File: src/cmts_pkg.sv
// Constants for the transmit mailbox scheduler: state codes, widths, buffer indices.
// Assumes a single module clock; no register bus, all controls are ports.
package cmts_pkg;
   localparam int          CMTS_NUM_BUF     = 16;
   localparam int          CMTS_IDX_W       = 4;
   localparam int          CMTS_CODE_W      = 4;
   localparam int          CMTS_ID_W        = 29;
   localparam int          CMTS_DATA_W      = 64;
   localparam int          CMTS_DLC_W       = 4;
   localparam logic [3:0]  CMTS_CODE_INACT  = 4'h0;
   localparam logic [3:0]  CMTS_CODE_TXOFF  = 4'h8;
   localparam logic [3:0]  CMTS_CODE_ABORT  = 4'h9;
   localparam logic [3:0]  CMTS_CODE_TXDATA = 4'hc;
   localparam logic [3:0]  CMTS_IDX_LAST    = 4'hf;
   localparam logic [3:0]  CMTS_IDX_ZERO    = 4'h0;
   typedef enum logic [1:0] {CMTS_IDLE, CMTS_SCAN, CMTS_SEND} cmts_state_type;
endpackage : cmts_pkg

File: src/cmts_scheduler.sv
// Transmit mailbox scheduler: per-buffer state field, arbitration scan,
// completion flags and masked interrupt request.
// Assumes the bus engine reports intermission end, incoming start of frame
// and frame completion as one-cycle pulses in the module clock domain.
//
// Notes on behaviour
// - Writing 0xC arms a buffer for the next arbitration scan.
// - Writing 0x0 deactivates a buffer completely.
// - Any arming schedules a scan and send, even mid-scan with idle bus.
// - A state-field write after intermission re-runs the scan while idle, or while scanning unless non-arming at the last index; not while a winner is offered.
// - Incoming frame start after intermission also triggers a fresh scan.
// - Abort 0b1001 on active buffer sets done flag; code tells abort or sent.
// - Done flags are readable; interrupt only where mask bit is set.
// - With abort disabled, 0b1000 deactivates; pending frame may go unreported.
`timescale 1ns/1ps
module cmts_scheduler
   import cmts_pkg::*;
(
   input  wire logic                    clk,
   input  wire logic                    arst_n,
   input  wire logic                    abort_enable_bit,
   input  wire logic                    code_wr,
   input  wire logic [CMTS_IDX_W-1:0]   code_idx,
   input  wire logic [CMTS_CODE_W-1:0]  code_val,
   input  wire logic                    id_wr,
   input  wire logic [CMTS_ID_W-1:0]    id_val,
   input  wire logic                    data_wr,
   input  wire logic [CMTS_DATA_W-1:0]  data_val,
   input  wire logic [CMTS_DLC_W-1:0]   dlc_val,
   input  wire logic [CMTS_NUM_BUF-1:0] flag_clr,
   input  wire logic [CMTS_NUM_BUF-1:0] buffer_irq_mask,
   input  wire logic                    intermission_end,
   input  wire logic                    rx_sof,
   input  wire logic                    tx_ack,
   input  wire logic                    tx_done,
   input  wire logic [CMTS_IDX_W-1:0]   rd_idx,
   output logic      [CMTS_CODE_W-1:0]  rd_code,
   output logic      [CMTS_NUM_BUF-1:0] buffer_done_flag,
   output logic                         irq,
   output logic                         tx_req,
   output logic      [CMTS_ID_W-1:0]    tx_id,
   output logic      [CMTS_DATA_W-1:0]  tx_data,
   output logic      [CMTS_DLC_W-1:0]   tx_dlc
);

////////////////////////////////////////////////////////////////////////////////
// Reset release
   logic rst_s1;
   logic rst_n;
   always_ff @(posedge clk or negedge arst_n) begin
      if (!arst_n) begin
         rst_s1 <= 1'b0;
         rst_n  <= 1'b0;
      end else begin
         rst_s1 <= 1'b1;
         rst_n  <= rst_s1;
      end
   end

////////////////////////////////////////////////////////////////////////////////
// Buffer storage
   logic [CMTS_CODE_W-1:0] code  [CMTS_NUM_BUF];
   logic [CMTS_ID_W-1:0]   ids   [CMTS_NUM_BUF];
   logic [CMTS_DATA_W-1:0] datas [CMTS_NUM_BUF];
   logic [CMTS_DLC_W-1:0]  dlcs  [CMTS_NUM_BUF];
   cmts_state_type         state;
   logic [CMTS_IDX_W-1:0]  scan_idx;
   logic [CMTS_IDX_W-1:0]  win_idx;
   logic                   win_valid;
   logic                   rescan;
   logic                   tx_busy;

   wire [CMTS_NUM_BUF-1:0] armed;
   wire                    code_arm   = code_wr && (code_val == CMTS_CODE_TXDATA);
   wire                    scan_last  = (scan_idx == CMTS_IDX_LAST);
   wire                    cand_hit   = armed[scan_idx]
                                        && (!win_valid || ids[scan_idx] < ids[win_idx]);
   // A state write during a scan forces another pass, unless it is a non-arming write at the last index:
   // this closes the hole where an arming write lands just after its buffer is examined.
   wire                    trig       = intermission_end || rx_sof || code_wr;

   genvar g;
   generate
      for (g = 0; g < CMTS_NUM_BUF; g++) begin : g_buf
         wire hit      = code_wr && (code_idx == CMTS_IDX_W'(g));
         wire sent     = tx_done && tx_busy && (win_idx == CMTS_IDX_W'(g));
         wire aborting = hit && (code_val == CMTS_CODE_ABORT) && abort_enable_bit
                         && (code[g] == CMTS_CODE_TXDATA);
         assign armed[g] = (code[g] == CMTS_CODE_TXDATA);
         always_ff @(posedge clk or negedge rst_n) begin
            if (!rst_n) begin
               code[g]             <= CMTS_CODE_INACT;
               buffer_done_flag[g] <= 1'b0;
            end else begin
               if (sent)
                  code[g] <= CMTS_CODE_TXOFF;
               else if (aborting && !(tx_busy && win_idx == CMTS_IDX_W'(g)))
                  code[g] <= CMTS_CODE_ABORT;
               else if (aborting)
                  code[g] <= code[g];
               else if (hit && code_val != CMTS_CODE_ABORT)
                  code[g] <= code_val;
               // Set wins over a clear in the same cycle
               if (sent || (aborting && !(tx_busy && win_idx == CMTS_IDX_W'(g))))
                  buffer_done_flag[g] <= 1'b1;
               else if (flag_clr[g])
                  buffer_done_flag[g] <= 1'b0;
            end
         end
         always_ff @(posedge clk) begin
            if (id_wr && code_idx == CMTS_IDX_W'(g))
               ids[g] <= id_val;
            if (data_wr && code_idx == CMTS_IDX_W'(g)) begin
               datas[g] <= data_val;
               dlcs[g]  <= dlc_val;
            end
         end
      end
   endgenerate

   assign irq     = |(buffer_done_flag & buffer_irq_mask);
   assign tx_req  = (state == CMTS_SEND);

////////////////////////////////////////////////////////////////////////////////
// Arbitration scan: lowest identifier among armed buffers wins
   always_ff @(posedge clk or negedge rst_n) begin
      if (!rst_n) begin
         state     <= CMTS_IDLE;
         scan_idx  <= CMTS_IDX_ZERO;
         win_idx   <= CMTS_IDX_ZERO;
         win_valid <= 1'b0;
         rescan    <= 1'b0;
         tx_busy   <= 1'b0;
         rd_code   <= CMTS_CODE_INACT;
         tx_id     <= '0;
         tx_data   <= '0;
         tx_dlc    <= '0;
      end else begin
         rd_code <= code[rd_idx];
         unique case (state)
            CMTS_IDLE: begin
               if (trig && !tx_busy) begin
                  state     <= CMTS_SCAN;
                  scan_idx  <= CMTS_IDX_ZERO;
                  win_valid <= 1'b0;
                  rescan    <= 1'b0;
               end
               if (tx_done)
                  tx_busy <= 1'b0;
            end
            CMTS_SCAN: begin
               if (code_wr)
                  rescan <= 1'b1;
               if (cand_hit) begin
                  win_idx   <= scan_idx;
                  win_valid <= 1'b1;
               end
               if (scan_last) begin
                  if (rescan || code_arm) begin
                     scan_idx  <= CMTS_IDX_ZERO;
                     win_valid <= 1'b0;
                     rescan    <= 1'b0;
                  end else if (win_valid || cand_hit) begin
                     state   <= CMTS_SEND;
                     tx_id   <= cand_hit ? ids[scan_idx]   : ids[win_idx];
                     tx_data <= cand_hit ? datas[scan_idx] : datas[win_idx];
                     tx_dlc  <= cand_hit ? dlcs[scan_idx]  : dlcs[win_idx];
                  end else
                     state <= CMTS_IDLE;
               end else
                  scan_idx <= scan_idx + 1'b1;
            end
            CMTS_SEND: begin
               // Winner withdrawn before the engine took it: scan again
               if (!armed[win_idx]) begin
                  state     <= CMTS_SCAN;
                  scan_idx  <= CMTS_IDX_ZERO;
                  win_valid <= 1'b0;
               end else if (tx_ack) begin
                  state   <= CMTS_IDLE;
                  tx_busy <= 1'b1;
               end
            end
         endcase
      end
   end
endmodule : cmts_scheduler

File: config.mk
export PLATFORM = sky130hd
export DESIGN_NAME = cmts_scheduler
export DESIGN_NICKNAME = d
export VERILOG_FILES = /design/src/cmts_pkg.sv /design/src/cmts_scheduler.sv
export SDC_FILE = /design/constraint.sdc
export NUM_CORES = 2
export LEC_CHECK = 0
export ABC_CLOCK_PERIOD_IN_PS = 14400
export BUFFER_PORTS_ARGS = -buffer_cell sky130_fd_sc_hd__buf_2
export CAP_MARGIN = 20
export CELL_PAD_IN_SITES_DETAIL_PLACEMENT = 1
export CELL_PAD_IN_SITES_GLOBAL_PLACEMENT = 1
export CORE_MARGIN = 5
export CORE_UTILIZATION = 30
export CTS_BUF_LIST = sky130_fd_sc_hd__clkbuf_16
export CTS_CLUSTER_SIZE = 24
export DETAILED_ROUTE_END_ITERATION = 7
export PLACE_DENSITY = 0.54
export SYNTH_ARGS = -nofsm -noshare
export SYNTH_HDL_FRONTEND = slang
export SYNTH_SLANG_ARGS = --single-unit
File: constraint.sdc
create_clock -name clk -period 14.4 [get_ports clk]
set_input_delay 1.44 -clock clk [delete_from_list [all_inputs] [get_ports clk]]
set_output_delay 1.44 -clock clk [all_outputs]
set_load 0.05 [all_outputs]
-- Yosys cells after proc, flatten, opt, wreduce, memory -nomap -nowiden
Memories as Yosys holds them, arrays and structs flattened.
Index checks and enable logic that the tools add are counted.
- register bits after elaboration: 196
- memory bits (writable): 1552
- input bits: 151
- output and inout bits: 119
- memories: 3
- memory list (memory ; words ; width ; rd ports ; clocked after Yosys merged registers in ; wr ports ; line ; source):
    datas ; 16 ; 64 ; 2 ; 0 ; 1 ; cmts_scheduler.sv:64 ; logic [CMTS_DATA_W-1:0] datas [CMTS_NUM_BUF];
    ids ; 16 ; 29 ; 2 ; 0 ; 1 ; cmts_scheduler.sv:63 ; logic [CMTS_ID_W-1:0] ids [CMTS_NUM_BUF];
    dlcs ; 16 ; 4 ; 2 ; 0 ; 1 ; cmts_scheduler.sv:65 ; logic [CMTS_DLC_W-1:0] dlcs [CMTS_NUM_BUF];
- add/subtract/negate cells: 1
- magnitude comparators: 4
- equality and inequality tests: 77
- muxes and demuxes: 331
- bitwise operators: 3
- reduce and logical (&&, ||, !) cells: 309
- operator list (cell ; count):
    2-to-1 mux 64 bit ; 16
    OR reduction 64 bit ; 15
    2-to-1 mux 4 bit ; 131
    2-to-1 mux 29 bit ; 16
    OR reduction 29 bit ; 15
    logical AND 1 bit ; 164
    2-to-1 mux 1 bit ; 154
    == test 4 bit (second input constant) ; 35
    OR reduction 4 bit ; 15
    != test 3 x 2 -> 1 bit (second input constant) ; 16
    nonzero test 3 bit ; 16
    AND reduction 2 bit ; 19
    nonzero test 2 bit ; 18
    == test 4 x 3 -> 1 bit (second input constant) ; 8
    less-than comparator 29 bit ; 1
    logical OR 1 bit ; 21
    zero test 1 bit ; 18
    bitwise AND 16 bit ; 1
    binary-select mux 4 bit (select 4 bit) ; 1
    == test 4 x 2 -> 1 bit (second input constant) ; 4
    OR reduction 16 bit ; 1
    2-to-1 mux 2 bit ; 6
    != test 2 bit (second input constant) ; 6
    case mux 4 bit (3 select lines) ; 1
    other kinds (19) ; 27

-- Logic depth before layout (Yosys ltp)
- word-level depth: 20
- mapped depth: 18
- gate-level depth less buffers: 12

-- Worst setup path after synthesis
No wires, ideal clock.
- path kind: input-to-reg
- from: in code_idx[0]
- to: mem datas[12][0], enable pin
- arrival: 5.114 ns
- data required time: 13.905 ns
- path slack: 8.792 ns
- stages on the path: 5
- buffers on the path: 3
- path through: clkbuf_1 or2_2 clkbuf_1 clkbuf_1 nor2_1
- cells in the longest elaborated chain, start to end: 20
- elaborated cells on any way between the ends: 109
- ends and longest elaborated chain (what ; line ; source):
    start: declaration ; cmts_scheduler.sv:23 ; input wire logic [CMTS_IDX_W-1:0] code_idx,
    == test 4 x 1 -> 1 bit ; cmts_scheduler.sv:113 ; if (data_wr && code_idx == CMTS_IDX_W'(g)) begin
    logical AND 1 bit ; cmts_scheduler.sv:113 ;
    2-to-1 mux 1 bit ; cmts_scheduler.sv:113 ;
    2-to-1 mux 1 bit (not written as such) ; cmts_scheduler.sv:114 ; datas[g] <= data_val;
    OR reduction 64 bit (no line) ; n/a ;
    2-to-1 mux 4 bit (no line) / 2-to-1 mux 1 bit (equally long branches) (15 in a row) ; n/a ;
    end: declaration ; cmts_scheduler.sv:64 ;
Several ways; a longest one is shown, not always the timed one.

-- Worst setup path in the final report
- from: reg scan_idx[2]
- to: reg tx_data[49]
- cells in the longest elaborated chain, start to end: 6
- elaborated cells on any way between the ends: 11
- ends and longest elaborated chain (what ; line ; source):
    start: declaration ; cmts_scheduler.sv:67 ; logic [CMTS_IDX_W-1:0] scan_idx;
    start signal: assignment ; cmts_scheduler.sv:171 ; scan_idx <= scan_idx + 1'b1;
    memory read (16 x 29 bit) ; n/a ;
    less-than comparator 29 bit ; cmts_scheduler.sv:77 ; && (!win_valid || ids[scan_idx] < ids[win_idx]);
    logical OR 1 bit ; cmts_scheduler.sv:77 ;
    logical AND 1 bit ; cmts_scheduler.sv:77 ;
    logical OR 1 bit ; cmts_scheduler.sv:163 ; end else if (win_valid || cand_hit) begin
    AND reduction 4 bit (no line) ; n/a ;
    end signal: assignment ; cmts_scheduler.sv:166 ; tx_data <= cand_hit ? datas[scan_idx] : datas[win_idx];
    end: declaration ; cmts_scheduler.sv:42 ; output logic [CMTS_DATA_W-1:0] tx_data,
Several ways; a longest one is shown, not always the timed one. The select of a mux whose other input is x is not followed.
A chain may end at the register's enable or synchronous reset.

==> flow_metrics.py <==
metrics = {
    "timing": {
        "relSlewSlack_pct": 27.0,
        "fin_crit_ns": 7.11,
        "worst_pin_slew_ns": 1.09,
        "max_freq_mhz": 141,
        "setup_tns_ns": 0,
        "maxSlewViolCount": 0,
        "finalHoldViolCount": 0,
        "finalCritPeriodShare_pct": 49.3,
        "worst_hold_slack_ns": 0.351,
        "finalSetupViolations": 0,
        "rsz0062_at_grt": "false",
        "setup_ws_ns": 7.29,
        "finClkSkew_ns": 0.0747,
    },
    "run": {
        "maxCapViolations": 0,
    },
    "logic_synthesis": {
        "synthTopCellsByCount": "edfxtp_1 (1552), mux4_2 (897), nor2_1 (208)",
        "synth.most_common_cell": "edfxtp_1",
        "synth_top_cell_by_area": "edfxtp_1",
        "syn_area_per_cell_um2": 20.0,
        "ys_warn_count": 0,
        "synth_seq_area_share_pct": 64.5,
        "netlist_area_um2": 79800,
        "synth-edff-count": 1552,
        "synth_cell_type_count": 60,
        "synth-async-reset-ratio_pct": 11.2,
        "netlist_instances": 4002,
        "synth_ff_type": "edfxtp_1",
        "ys_top_cells_by_area": "edfxtp_1 (58%), mux4_2 (25%), dfrtp_1 (6.1%)",
        "syn_nets": 4182,
        "ys_ff_latch": 1748,
        "yosysTopAreaCellShare_pct": 58.4,
    },
    "pwr": {
        "p_seq_share_pct": 33.9,
        "switchingPower_mw": 6.50,
        "p_int_mw": 11.7,
        "peakVddDrop_mv": 0.263,
        "combPwrFrac_pct": 39.3,
        "sw_frac_of_total_pct": 35.8,
        "power_mw": 18.2,
        "powerDensity_nw_per_um2": 198,
        "p_clk_share_pct": 26.8,
        "p_leak_nw": 29.5,
    },
    "die": {
        "die_w_um": 526,
        "start_util_pct": 30.1,
        "num_io_pins": 270,
        "num_rows": 189,
        "core-area_um2": 265000,
        "dieArea_um2": 277000,
        "die_h_um": 526,
    },
    "detailed_routing": {
        "vias": 45000,
        "vias_per_cell": 5.63,
        "drt-pass1-iter-count": 5,
        "avgRoutedWirePerCell_um": 33.3,
        "drt_iter0_markers": 3844,
        "drcViolationCount": 0,
        "wirelength_um": 266000,
        "ant_nets": 0,
    },
    "clock_tree": {
        "cts_buffers": 203,
        "path_clk_slew_ns": 0.06,
        "cts_resized": 0,
        "hold_buffers": 0,
        "cts_root_buf": "clkbuf_16",
        "post-cts-setup-buffers": 0,
        "cts.sinks": 1748,
        "insertion_delay_ns": 0.88,
        "h-tree-depth": 4,
        "cts_tree": "yes",
        "clockBufferDepth": 4,
    },
    "place": {
        "placed_area_um2": 85500,
        "dp_cells": 7600,
        "port_buffers": 269,
        "gp_congestion": 0.769,
        "dpl_worst_slack_ns": 7.02,
        "dp_hpwl_um": 142000,
    },
    "status": {
        "status": "finished clean",
    },
    "grt": {
        "track_usage_pct": 18.9,
        "grt_max_degree": 118,
        "grt_overflow": 0,
        "antenna_found_initial": 70,
        "grt_pass1_wl_um": 376000,
        "grt_pass1_vias": 48600,
    },
    "worst_setup_path": {
        "crit_arrival_ns": 7.77,
        "worst_setup_path_start_kind": "flop",
        "worstSetupPathType": "flop to flop",
        "critPathCaptureType": "flop",
        "required_ns": 15.06,
        "cp_max_fo": 37,
    },
    "layout": {
        "instances_no_fill": 7990,
        "drive_above_1_share_pct": 37.0,
        "final_area_um2": 91800,
        "final_net_count": 4452,
        "fin_util_pct": 34.6,
        "area_growth_pct": 14.9,
    },
    "hold_path": {
        "min_path_type": "flop to flop",
    },
}
==> final cells by class <==
type                       count  area (µm²)
antenna                       24        60.1
clock buffer                 204        5100
clock inverter               162        1050
fill                       26100      173000
inverter                      53         206
multi-input combinational   1880       27100
sequential                  1748       51500
tap                         3533        4420
timing repair buffer         386        2300
==> worst max-delay path, cell delays in order, from the launching register on <==
cell      delay (ns)
dfrtp_1         0.52
inv_8           0.46
buf_4           0.63
buf_4           0.73
mux4_2          0.63
ha_1            0.33
nand4_1         0.13
nor2_1          0.17
nand3_1         0.15
or3_1           0.45
a31o_2          0.32
a311oi_4        0.84
buf_4           0.80
buf_4           0.57
a211oi_1        0.14
==> registers in the layout, indices dropped and copies added (netlist names), 16 cells and up <==
signal	flops
dlcs	64
buffer_done_flag	16
tx_data	64
datas	1024
tx_id	29
code	64
ids	464
==> layer usage <==
metal	track usage, %	wire (µm)
met5	0	180
met2	31.3	130000
met1	25.5	112000
met3	3.49	16900
met4	5.13	7610
==> cell families (layout without fill, tap and decap cells) <==
kind of cell	Yosys count	count (layout)	share of synthesized area, %
compound gates	473	473	4.81
other cells	1	25	0.00470
simple gates	465	465	2.78
buf+inv	374	805	1.95
fa+ha+maj	29	29	0.454
flops	1748	1748	64.5
mux	912	912	25.5
==> power groups by stage <==
stage | Combinational (mW) | Sequential (mW) | Clock, mW
after global routing | 7.56 | 6.18 | 5.23
final | 7.13 | 6.15 | 4.87
after CTS | 7.26 | 6.16 | 5.01
after global placement | 7.24 | 6.25 | 0
after floorplan | 4.85 | 6.35 | 0
after detailed placement | 7.24 | 6.26 | 0
==> path summary, 6_finish.rpt <==
| path | cells after the start | endpoint | slack, ns | start |
|---|---|---|---|---|
| setup / recovery | 14 | tx_data[49]$_DFFE_PN0P_ | 7.29 | scan_idx[2]$_DFFE_PN0P_ |
| hold / removal | 0 | rst_n$_DFF_PN0_ | 0.35 | rst_s1$_DFF_PN0_ |
| setup reg to reg | 14 | tx_data[49]$_DFFE_PN0P_ | 7.29 | scan_idx[2]$_DFFE_PN0P_ |
| hold reg to reg | 0 | rst_n$_DFF_PN0_ | 0.35 | rst_s1$_DFF_PN0_ |
| max in group asynchronous | 1 | tx_id[6]$_DFFE_PN0P_ | 12.50 | rst_n$_DFF_PN0_ |
| min in group asynchronous | 1 | rst_n$_DFF_PN0_ | 0.41 | arst_n |
==> placed cells by master (no fill, tap or decap), types with 13 or more instances in the layout <==
cell type / count
clkbuf_16: 204
nor2_1: 175
inv_1: 95
clkinv_2: 37
dfrtp_1: 190
mux4_2: 897
a21oi_1: 30
nand2_1: 76
nand3_1: 26
nor4_1: 71
edfxtp_1: 1552
buf_4: 111
clkinv_1: 59
a221oi_1: 111
nor2b_1: 14
o22ai_1: 13
a211oi_1: 62
nor2_4: 33
a221oi_2: 18
nor3_1: 14
o21ai_0: 48
ha_1: 29
a22oi_1: 32
a22o_1: 103
buf_2: 269
diode_2: 24
(Power assumes the default switching activity.)
